$ cat src/rtl/asn_pkg.sv
// Package of constants and carrier types for the nibble static memory controller.
// What the document says
// A write happens only while select and write strobe are both low.
// Controller lowers both select and strobe to start any write.
// Device ends the write when select or strobe rises first.
// Data setup and hold are timed to the strobe edge ending the write.
// Strobe stays high in reads; data shows only with select and drive low.
// Data valid within 10 ns of stable address; reads spaced 10 ns apart.
// Device holds old read data at least 3 ns after address change.
// Device gives valid data within 10 ns after select falls.
// Data valid 5 ns after drive falls; lines float 5 ns after it rises.
// Device enters standby within 10 ns of deselect, wakes at once.
// Address stable 7 ns before write end; strobe pulse 7 ns; writes 10 ns apart.
// Address stable at write start and held until write end.
// Write data placed 5 ns before write end, held until write end.
// Strobe write with drive low lasts float delay plus data setup.
// With drive high the device keeps its data lines floating in writes.
// Select and strobe rising together leave device outputs floating.
// Controller never drives data lines while device outputs are active.
// Address valid no later than select falling in select-started reads.
// Controller deselects before retention entry, with zero minimum delay.
// Selected with drive and strobe high, device floats its data lines.
// After retention recovery wait one read period before next access.
package asn_pkg;
    localparam int CLK_PERIOD_NS          = 10;
    localparam int READ_PERIOD_NS         = 10;
    localparam int ADDR_TO_DATA_DELAY_NS  = 10;
    localparam int SELECT_TO_DATA_DELAY_NS = 10;
    localparam int DRIVE_TO_DATA_DELAY_NS = 5;
    localparam int WRITE_PERIOD_NS        = 10;
    localparam int ADDR_SETUP_TO_END_NS   = 7;
    localparam int STROBE_PULSE_WIDTH_NS  = 7;
    localparam int WDATA_SETUP_NS         = 5;
    localparam int STROBE_TO_FLOAT_DELAY_NS = 5;
    localparam int DESELECT_TO_RETENTION_NS = 0;
    localparam int POWER_UP_US            = 100;

    // Ceiling for least times, at least one cycle.
    function automatic int cyc_min(input int ns);
        int c;
        c = (ns + CLK_PERIOD_NS - 1) / CLK_PERIOD_NS;
        return (c < 1) ? 1 : c;
    endfunction

    // Read data must first pass both synchroniser stages; one more cycle covers pad delay.
    localparam int READ_WAIT_CYC  = cyc_min(ADDR_TO_DATA_DELAY_NS) + 3;
    localparam int READ_GAP_CYC   = cyc_min(READ_PERIOD_NS);
    localparam int STROBE_CYC     = cyc_min(STROBE_PULSE_WIDTH_NS + STROBE_TO_FLOAT_DELAY_NS);
    localparam int WRITE_GAP_CYC  = cyc_min(WRITE_PERIOD_NS);
    localparam int RECOVER_CYC    = cyc_min(READ_PERIOD_NS);
    localparam int POWER_UP_CYC   = POWER_UP_US * 1000 / CLK_PERIOD_NS;

    localparam int ADDR_W = 20;
    localparam int DATA_W = 4;

    typedef struct packed {
        logic              wr;
        logic [ADDR_W-1:0] addr;
        logic [DATA_W-1:0] wdata;
    } asn_req_s;

    typedef struct packed {
        logic              sel_n;
        logic              drive_n;
        logic              strobe_n;
        logic [ADDR_W-1:0] addr;
    } asn_pins_s;
endpackage

$ cat src/rtl/asn_ctrl.sv
// Controller that sequences the select, drive and write strobe pins of the memory.
`timescale 1ns/1ns
module asn_ctrl #(
    parameter int POWER_UP_CYC = asn_pkg::POWER_UP_CYC  // Wait after supply settles.
) (
    input  wire logic                         clk,           // 100 MHz clock.
    input  wire logic                         rst,           // Synchronous reset, high.
    input  wire asn_pkg::asn_req_s            req,           // Access request.
    input  wire logic                         req_valid,     // Request offered.
    output logic                              req_ready,     // Request taken this cycle.
    output logic [asn_pkg::DATA_W-1:0]        rdata,         // Read result.
    output logic                              rdata_valid,   // One-cycle read result pulse.
    output logic                              wr_done,       // One-cycle write end pulse.
    input  wire logic                         retain_req,    // Ask for retention.
    output logic                              retain_ok,     // Device deselected, safe.
    output asn_pkg::asn_pins_s                pins,          // Select, drive, strobe, address.
    output logic [asn_pkg::DATA_W-1:0]        data_lines_o,  // Write data out.
    output logic                              data_lines_oe_n, // Low while we drive.
    input  wire logic [asn_pkg::DATA_W-1:0]   data_lines_i   // Data from the pins.
);
    // Refuse a power wait that the counter cannot serve.
    if (POWER_UP_CYC < 1) begin : g_bad_power_up
        $error("POWER_UP_CYC must be at least one");
    end

    // Read data crosses two synchroniser stages, so a shorter wait would take stale data.
    if (asn_pkg::READ_WAIT_CYC < 3) begin : g_bad_read_wait
        $error("READ_WAIT_CYC must cover the synchroniser");
    end

    typedef enum logic [2:0] {ST_PWR, ST_IDLE, ST_RD, ST_WR, ST_WEND, ST_GAP, ST_RET} asn_st_e;

    asn_st_e                   st_q, st_d;
    logic [31:0]               cnt_q, cnt_d;
    asn_pkg::asn_pins_s        pins_d;
    logic [asn_pkg::DATA_W-1:0] sync1_q, sync2_q;
    logic                      ret_sync1_q, ret_sync2_q;

    // Two-stage synchronisers for pin data and the retention request.
    always_ff @(posedge clk) begin
        sync1_q     <= data_lines_i;
        sync2_q     <= sync1_q;
        ret_sync1_q <= retain_req;
        ret_sync2_q <= ret_sync1_q;
    end

    wire cnt_done = (cnt_q == 32'h0000_0000);
    wire take     = (st_q == ST_IDLE) && req_valid && !ret_sync2_q;
    // Named decodes: wr_start for the sequencer and bus driver, rd_capture for the output registers.
    wire wr_start   = take && req.wr;
    wire rd_capture = (st_q == ST_RD) && cnt_done;

    // Sequencer: every write lowers select and strobe together and raises them together.
    always_comb begin
        st_d   = st_q;
        cnt_d  = cnt_done ? cnt_q : cnt_q - 32'h0000_0001;
        pins_d = pins;
        case (st_q)
            ST_PWR: begin
                if (cnt_done) begin
                    st_d = ST_IDLE;
                end
            end
            ST_IDLE: begin
                pins_d = '{sel_n: 1'b1, drive_n: 1'b1, strobe_n: 1'b1, addr: pins.addr};
                if (ret_sync2_q) begin
                    st_d = ST_RET;
                end else if (wr_start) begin
                    // Address settles with select and strobe falling; drive stays high. R12 R14
                    pins_d = '{sel_n: 1'b0, drive_n: 1'b1, strobe_n: 1'b0, addr: req.addr};
                    cnt_d  = 32'(asn_pkg::STROBE_CYC - 1);
                    st_d   = ST_WR;
                end else if (take) begin
                    // Address valid together with select falling, strobe high. R18
                    pins_d = '{sel_n: 1'b0, drive_n: 1'b0, strobe_n: 1'b1, addr: req.addr};
                    cnt_d  = 32'(asn_pkg::READ_WAIT_CYC - 1);
                    st_d   = ST_RD;
                end
            end
            ST_RD: begin
                if (cnt_done) begin
                    pins_d.sel_n   = 1'b1;
                    pins_d.drive_n = 1'b1;
                    cnt_d = 32'(asn_pkg::READ_GAP_CYC - 1);
                    st_d  = ST_GAP;
                end
            end
            ST_WR: begin
                if (cnt_done) begin
                    // Both strobes rise together; data and address still held. R3 R4 R13
                    pins_d.sel_n    = 1'b1;
                    pins_d.strobe_n = 1'b1;
                    st_d = ST_WEND;
                end
            end
            ST_WEND: begin
                cnt_d = 32'(asn_pkg::WRITE_GAP_CYC - 1);
                st_d  = ST_GAP;
            end
            ST_GAP: begin
                if (cnt_done) begin
                    st_d = ST_IDLE;
                end
            end
            ST_RET: begin
                if (!ret_sync2_q) begin
                    cnt_d = 32'(asn_pkg::RECOVER_CYC - 1);
                    st_d  = ST_GAP;
                end
            end
            default: st_d = ST_IDLE;
        endcase
    end

    // State and pin registers.
    always_ff @(posedge clk) begin
        if (rst) begin
            st_q  <= ST_PWR;
            cnt_q <= 32'(POWER_UP_CYC - 1);
            pins  <= '{sel_n: 1'b1, drive_n: 1'b1, strobe_n: 1'b1, addr: '0};
        end else begin
            st_q  <= st_d;
            cnt_q <= cnt_d;
            pins  <= pins_d;
        end
    end

    // Data bus driver: only in write states, so never against device outputs.
    always_ff @(posedge clk) begin
        if (rst) begin
            data_lines_oe_n <= 1'b1;
            data_lines_o    <= '0;
        end else begin
            data_lines_oe_n <= !wr_start && (st_q != ST_WR);
            data_lines_o    <= take ? req.wdata : data_lines_o;
        end
    end

    // Handshake and result strobes; read data taken while select and drive are still low.
    always_ff @(posedge clk) begin
        if (rst) begin
            req_ready   <= 1'b0;
            rdata_valid <= 1'b0;
            wr_done     <= 1'b0;
            rdata       <= '0;
            retain_ok   <= 1'b0;
        end else begin
            req_ready   <= (st_d == ST_IDLE) && (st_q != ST_IDLE || !take);
            rdata_valid <= rd_capture;
            wr_done     <= (st_q == ST_WEND);
            if (rd_capture) begin
                rdata <= sync2_q;
            end
            retain_ok   <= (st_q == ST_RET) && pins.sel_n;
        end
    end

    // Write: select and strobe stay low together for the whole pulse.
    property p_wr_pair;
        @(posedge clk) disable iff (rst)
        (st_q == ST_WR) |-> (!pins.sel_n && !pins.strobe_n && pins.drive_n);
    endproperty
    a_wr_pair: assert property (p_wr_pair) else $error("write strobes not paired");

    property p_rd_strobe;
        @(posedge clk) disable iff (rst)
        (st_q == ST_RD) |-> pins.strobe_n && !pins.sel_n;
    endproperty
    a_rd_strobe: assert property (p_rd_strobe) else $error("strobe low in read");

    property p_no_clash;
        @(posedge clk) disable iff (rst)
        !pins.drive_n |-> data_lines_oe_n;
    endproperty
    a_no_clash: assert property (p_no_clash) else $error("bus clash");

    property p_end_together;
        @(posedge clk) disable iff (rst)
        ($rose(pins.strobe_n) && st_q == ST_WEND) |-> $rose(pins.sel_n);
    endproperty
    a_end_together: assert property (p_end_together) else $error("write end split");

    property p_ret_desel;
        @(posedge clk) disable iff (rst)
        retain_ok |-> pins.sel_n;
    endproperty
    a_ret_desel: assert property (p_ret_desel) else $error("retention while selected");

    // Our write data is on the lines for the whole strobe pulse.
    property p_wr_drive;
        @(posedge clk) disable iff (rst)
        (st_q == ST_WR) |-> !data_lines_oe_n;
    endproperty
    a_wr_drive: assert property (p_wr_drive) else $error("write data not driven");

    // Data and address still stand at the edge where the strobes rise.
    property p_wr_hold;
        @(posedge clk) disable iff (rst)
        $rose(pins.strobe_n) |-> !data_lines_oe_n && $stable(pins.addr) && $stable(data_lines_o);
    endproperty
    a_wr_hold: assert property (p_wr_hold) else $error("write end data moved");

    // The strobe pulse spans two cycles, well over the least pulse width.
    property p_wr_pulse;
        @(posedge clk) disable iff (rst)
        $fell(pins.strobe_n) |-> (!pins.strobe_n) [*2];
    endproperty
    a_wr_pulse: assert property (p_wr_pulse) else $error("strobe pulse too short");

    // Select stays high for a cycle after each access, so cycles never crowd.
    property p_desel_gap;
        @(posedge clk) disable iff (rst)
        $rose(pins.sel_n) |=> pins.sel_n;
    endproperty
    a_desel_gap: assert property (p_desel_gap) else $error("access gap too short");

    // In retention the device stays deselected and we keep off the lines.
    property p_ret_float;
        @(posedge clk) disable iff (rst)
        (st_q == ST_RET) |-> pins.sel_n && data_lines_oe_n;
    endproperty
    a_ret_float: assert property (p_ret_float) else $error("active in retention");

    // After retention ends, select stays high for the recovery time.
    property p_recover;
        @(posedge clk) disable iff (rst)
        (st_q == ST_RET && !ret_sync2_q) |=> pins.sel_n ##1 pins.sel_n;
    endproperty
    a_recover: assert property (p_recover) else $error("recovery wait too short");
endmodule

$ cat config.mk
export PLATFORM = sky130hd
export DESIGN_NAME = asn_ctrl
export DESIGN_NICKNAME = d
export VERILOG_FILES = /design/src/rtl/asn_pkg.sv /design/src/rtl/asn_ctrl.sv
export SDC_FILE = /design/constraint.sdc
export NUM_CORES = 1
export LEC_CHECK = 0
export BUFFER_PORTS_ARGS = -buffer_cell sky130_fd_sc_hd__clkbuf_2
export CAP_MARGIN = 25
export CORE_UTILIZATION = 49
export DETAILED_ROUTE_END_ITERATION = 10
export PLACE_DENSITY = 0.75
export SYNTH_ARGS = -nofsm -noshare
export SYNTH_HDL_FRONTEND = slang
export SYNTH_SLANG_ARGS = --single-unit
$ cat constraint.sdc
create_clock -name clk -period 2.3 [get_ports clk]
set_clock_uncertainty 0.1 [all_clocks]
set_input_delay 0.23 -clock clk [delete_from_list [all_inputs] [get_ports clk]]
set_output_delay 0.23 -clock clk [all_outputs]
set_load 0.02 [all_outputs]
==> results.md <==
Logic synthesis:
- The synthesized design contains 81 register bits.
- The area fraction of the dominant cell type after synthesis is 0.479.
- During synthesis, Yosys emitted a total of 0 warnings.
- Summed over all instances, the cell type with the most area after synthesis is sky130_fd_sc_hd__dfxtp_1.
- The average instance area after synthesis is 8.77 µm².
- Yosys attributes the largest share of cell area to sky130_fd_sc_hd__dfxtp_1 48%, sky130_fd_sc_hd__a21oi_1 6.8%, sky130_fd_sc_hd__nand2_1 6.1%.
- The mapped netlist covers 3390 µm².
- Among all cell types in the netlist, the one instantiated most often is sky130_fd_sc_hd__dfxtp_1.
- The part of the Yosys area used for sequential elements is 0.479.
- The commonest cells after synthesis are 81 x sky130_fd_sc_hd__dfxtp_1, 55 x sky130_fd_sc_hd__nand2_1, 46 x sky130_fd_sc_hd__a21oi_1.
- The net count of the mapped netlist is 421.
- The fraction of synthesis flops using an asynchronous set or reset pin is 0.
- In the synthesized netlist, the number of instances is 386.
- The number of flops mapped to enable cells by yosys is 0.
- The netlist uses 57 different library cells.
- In the synthesized netlist the dominant register cell turns out to be sky130_fd_sc_hd__dfxtp_1.

Worst setup path:
- The depth of the worst register-to-register path is 7.
- The count of buffering cells on the critical path with inverters included is 2.
- The critical path depth in cells is 7.
- The worst setup path is launched from a flip-flop.
- The signal on the critical path passes through or4_4, nor4b_4, buf_4, nand4b_2, buf_6, o31ai_1, a21oi_1.
- Of all nets on the critical path, the largest fanout is 5.
- The worst setup path is captured at a flip-flop.
- On the critical path the largest part of the delay comes from simple AND/OR/NAND/NOR gates.
- The required time reported for the critical path endpoint is 2.43 ns.
- The critical path's largest stage delay is 0.56 ns.
- The setup path with the least slack is of type flip-flop to flip-flop.
- On the critical path, the stage with the largest delay is an instance of sky130_fd_sc_hd__or4_4.
- The reg-to-reg setup timing slack is 0.04 ns.
- The data arrival at the endpoint of the critical path is 2.39 ns.

Status:
- The flow ran to the end, and the final reports show no timing, DRC or antenna violations.

Route:
- The detailed router finished its first iteration with 273 violations.
- After detailed routing, no signal wire sits above met4.
- In the routed design, unresolved DRC markers number 0.
- The detailed-router iteration count before antenna repair is 5.
- The post-detailed-route wirelength per cell is 15.4 µm.
- After detailed routing, the met3 layer carries 587 µm of wire.
- The final layout contains routed wiring with a total length of 9040 µm.
- Summed over all nets, wire length on met2 after detailed routing comes to 4440 µm.
- The number of vias per cell after detailed routing is 5.69.
- The routed metal-1 wire length is 3850 µm.
- The count of nets left with antenna violations once routing finished came out at 0.
- The number of vias after detailed routing is 3,337.

Pwr:
- For this design the ratio of total power to cell area is 777 nW/µm².
- In this run the power spent charging and discharging nets is 1.10 mW.
- The switching part of the total is 0.312.
- The part of the total power dissipated in sequential elements is 0.462.
- IR analysis of the VDD net gives a maximum drop of 0.567 mV.
- The relative contribution of the clock network to total power is 0.308.
- The internal portion of the total power is 2.42 mW.
- The combinational share of power is 0.231.
- The static leakage is 1.89 nW.

Timing:
- Dividing the final minimum period by the clock period gives 0.984.
- The maximum clock rate is 0.442 GHz.
- The accumulated negative setup slack is 0 ns.
- The final hold violation count was 0.
- The worst path needs 2.26 ns of the cycle, external delays included.
- Setup repair after global routing could not meet its margin everywhere.
- Setup violations remaining at the end of the flow were counted as 0.
- At the pin with the least slew margin, the transition time is 0.647 ns.
- The max-slew violation count is 0.
- Measured against its own limit, the worst slew margin works out to 0.565.

Floorplanning:
- The horizontal extent of the die is 85.1 µm.
- During I/O placement, the number of pins put on the boundary was 69.
- The die covers 7250 µm².
- The starting density of the core is 0.521.
- The total area inside the core boundary comes to 6490 µm².
- The number of placement rows is 29.
- Measured along the y axis, the die boundary spans 85.1 µm.

Place:
- In this run the tool buffered the top-level ports with 68 buffer cells.
- Detailed placement finished with a half-perimeter wire length of 5420 µm.
- Summing all placed instances gives a cell area of 3960 µm².
- The routability-driven placement congestion ratio is 0.848.

CTS:
- TritonCTS built the clock tree.
- The clock net sink count is 81.
- CTS built an H-tree with a depth of 3.
- In this run, CTS created clock tree buffers numbering 9.
- The clock latency at the later pin of the worst-skew pair is 0.36 ns.
- In this run the deepest clock path goes through 2 buffers.
- The clock-pin slew on the worst setup and hold paths is 0.09 ns.
- The cell at the root of the clock tree is sky130_fd_sc_hd__clkbuf_8.

Hold path:
- The class of the tightest hold or removal check is input port to flip-flop.
- The worst hold path cell count is 3.

Layout:
- For this run, the post-layout net count is 539.
- The end-of-flow core utilization is 0.698.
- In the final layout, the share of cells above drive strength 1 is 0.291.
- The area growth from synthesis to layout is 33.8%.
- With fillers left out, the area of the finished cells amounts to 4530 µm².
- The number of antenna diodes in the final layout is 0.

Global routing:
- The overflow left after global routing is 0.
- The global-route wire length before repair is 14,900 µm.
- The pin count of the biggest net entering global routing is 31.
- In the global route stage, overall resource usage came out at 0.260.
- The number of antenna violations at the first check in global routing was 0.
- The number of global-route vias before repair came to 3,109.

Run:
- Max-cap violations in this run came to 0.
==> routing by layer <==
layer	vias to the layer above	GRT usage
li1	1615	-
met1	1572	0.328
met2	133	0.422
met3	17	0.0613
met4	0	0.122
met5	-	0
==> cell families (layout without fill, tap and decap cells) <==
kind of cell | after synthesis | in the layout | synth area share
compound gates | 102 | 102 | 0.186
flops | 81 | 81 | 0.479
xor+xnor | 10 | 10 | 0.0259
buf+inv | 34 | 156 | 0.0425
fa+ha+maj | 2 | 2 | 0.00739
mux | 6 | 6 | 0.0181
simple gates | 151 | 152 | 0.241
==> registers in the layout (all words and copies together), names as in the netlist <==
signal and count:
wr_done 1, sync2_q 4, data_lines_o 4, rdata 4, ret_sync2_q 1, cnt_q 32
data_lines_oe_n 1, req_ready 1, retain_ok 1, ret_sync1_q 1, pins 23, sync1_q 4
st_q 3, rdata_valid 1
==> power by group through the flow <==
stage          Sequential (mW)  Clock (mW)  Combinational [mW]
5_1_grt                   1.64        1.15               0.885
3_3_place_gp              1.64           0               0.705
4_1_cts                   1.62        1.08               0.784
3_5_place_dp              1.65           0               0.725
6_report                  1.63        1.08               0.812
2_1_floorplan             1.66           0               0.434
==> tightest hold or removal path, cell delays in order <==
cell	delay (ns)
sky130_fd_sc_hd__clkbuf_2	0.08
sky130_fd_sc_hd__nand2_1	0.04
sky130_fd_sc_hd__a21oi_1	0.06
==> final cells by class <==
class                      instances  area (µm²)
sequential                        81        1630
inverter                          10        37.5
clock inverter                     6        65.1
fill                             469        1960
multi-input combinational        272        1680
timing repair buffer             130         892
tap                               77        96.3
clock buffer                      10         138
==> final timing paths <==
check	start	endpoint
min	req[2]	data_lines_o[2]
min reg2reg	sync1_q[2]	sync2_q[2]
max reg2reg	cnt_q[3]	cnt_q[27]
max	cnt_q[3]	cnt_q[27]
==> metrics by stage <==
stage	hold WS, ns	total power [mW]	worst slack [ns]	instances
after floorplan	0.158	2.09	0.0547	386
after global placement	0.210	2.35	0.0352	538
after detailed placement	0.212	2.37	-0.0381	538
after CTS	0.000575	3.48	0.0235	584
after global routing	0.0189	3.68	-0.0230	586
final	0.0151	3.52	0.0376	586
==> cell usage in the layout (no fill, tap or decap), types with 5 or more instances in the layout <==
cell | Yosys | layout
sky130_fd_sc_hd__dfxtp_1 | 81 | 77
sky130_fd_sc_hd__clkbuf_2 | 0 | 68
sky130_fd_sc_hd__nand2_1 | 55 | 55
sky130_fd_sc_hd__a21oi_1 | 46 | 45
sky130_fd_sc_hd__buf_4 | 0 | 32
sky130_fd_sc_hd__dlygate4sd3_1 | 0 | 28
sky130_fd_sc_hd__nor2_1 | 25 | 25
sky130_fd_sc_hd__o21ai_0 | 14 | 14
sky130_fd_sc_hd__nor3_1 | 11 | 11
sky130_fd_sc_hd__clkbuf_8 | 0 | 10
sky130_fd_sc_hd__or3_1 | 9 | 9
sky130_fd_sc_hd__inv_1 | 8 | 8
sky130_fd_sc_hd__o31ai_1 | 9 | 8
sky130_fd_sc_hd__or4_4 | 4 | 6
sky130_fd_sc_hd__nand3_1 | 6 | 6
sky130_fd_sc_hd__xor2_1 | 6 | 6
sky130_fd_sc_hd__and3_1 | 6 | 5
sky130_fd_sc_hd__mux2i_1 | 5 | 5
sky130_fd_sc_hd__or4_1 | 7 | 5
sky130_fd_sc_hd__a31oi_1 | 5 | 5
==> what timing repair did <==
action	CTS	global route
setup endpoints to repair	5	30
pin swaps	4	4
setup buffers	2	1
resized for setup	0	13
cloned	1	0
hold buffers	27	1
endpoints found under the hold margin	27	1
Power figures use the tool's default switching activity.
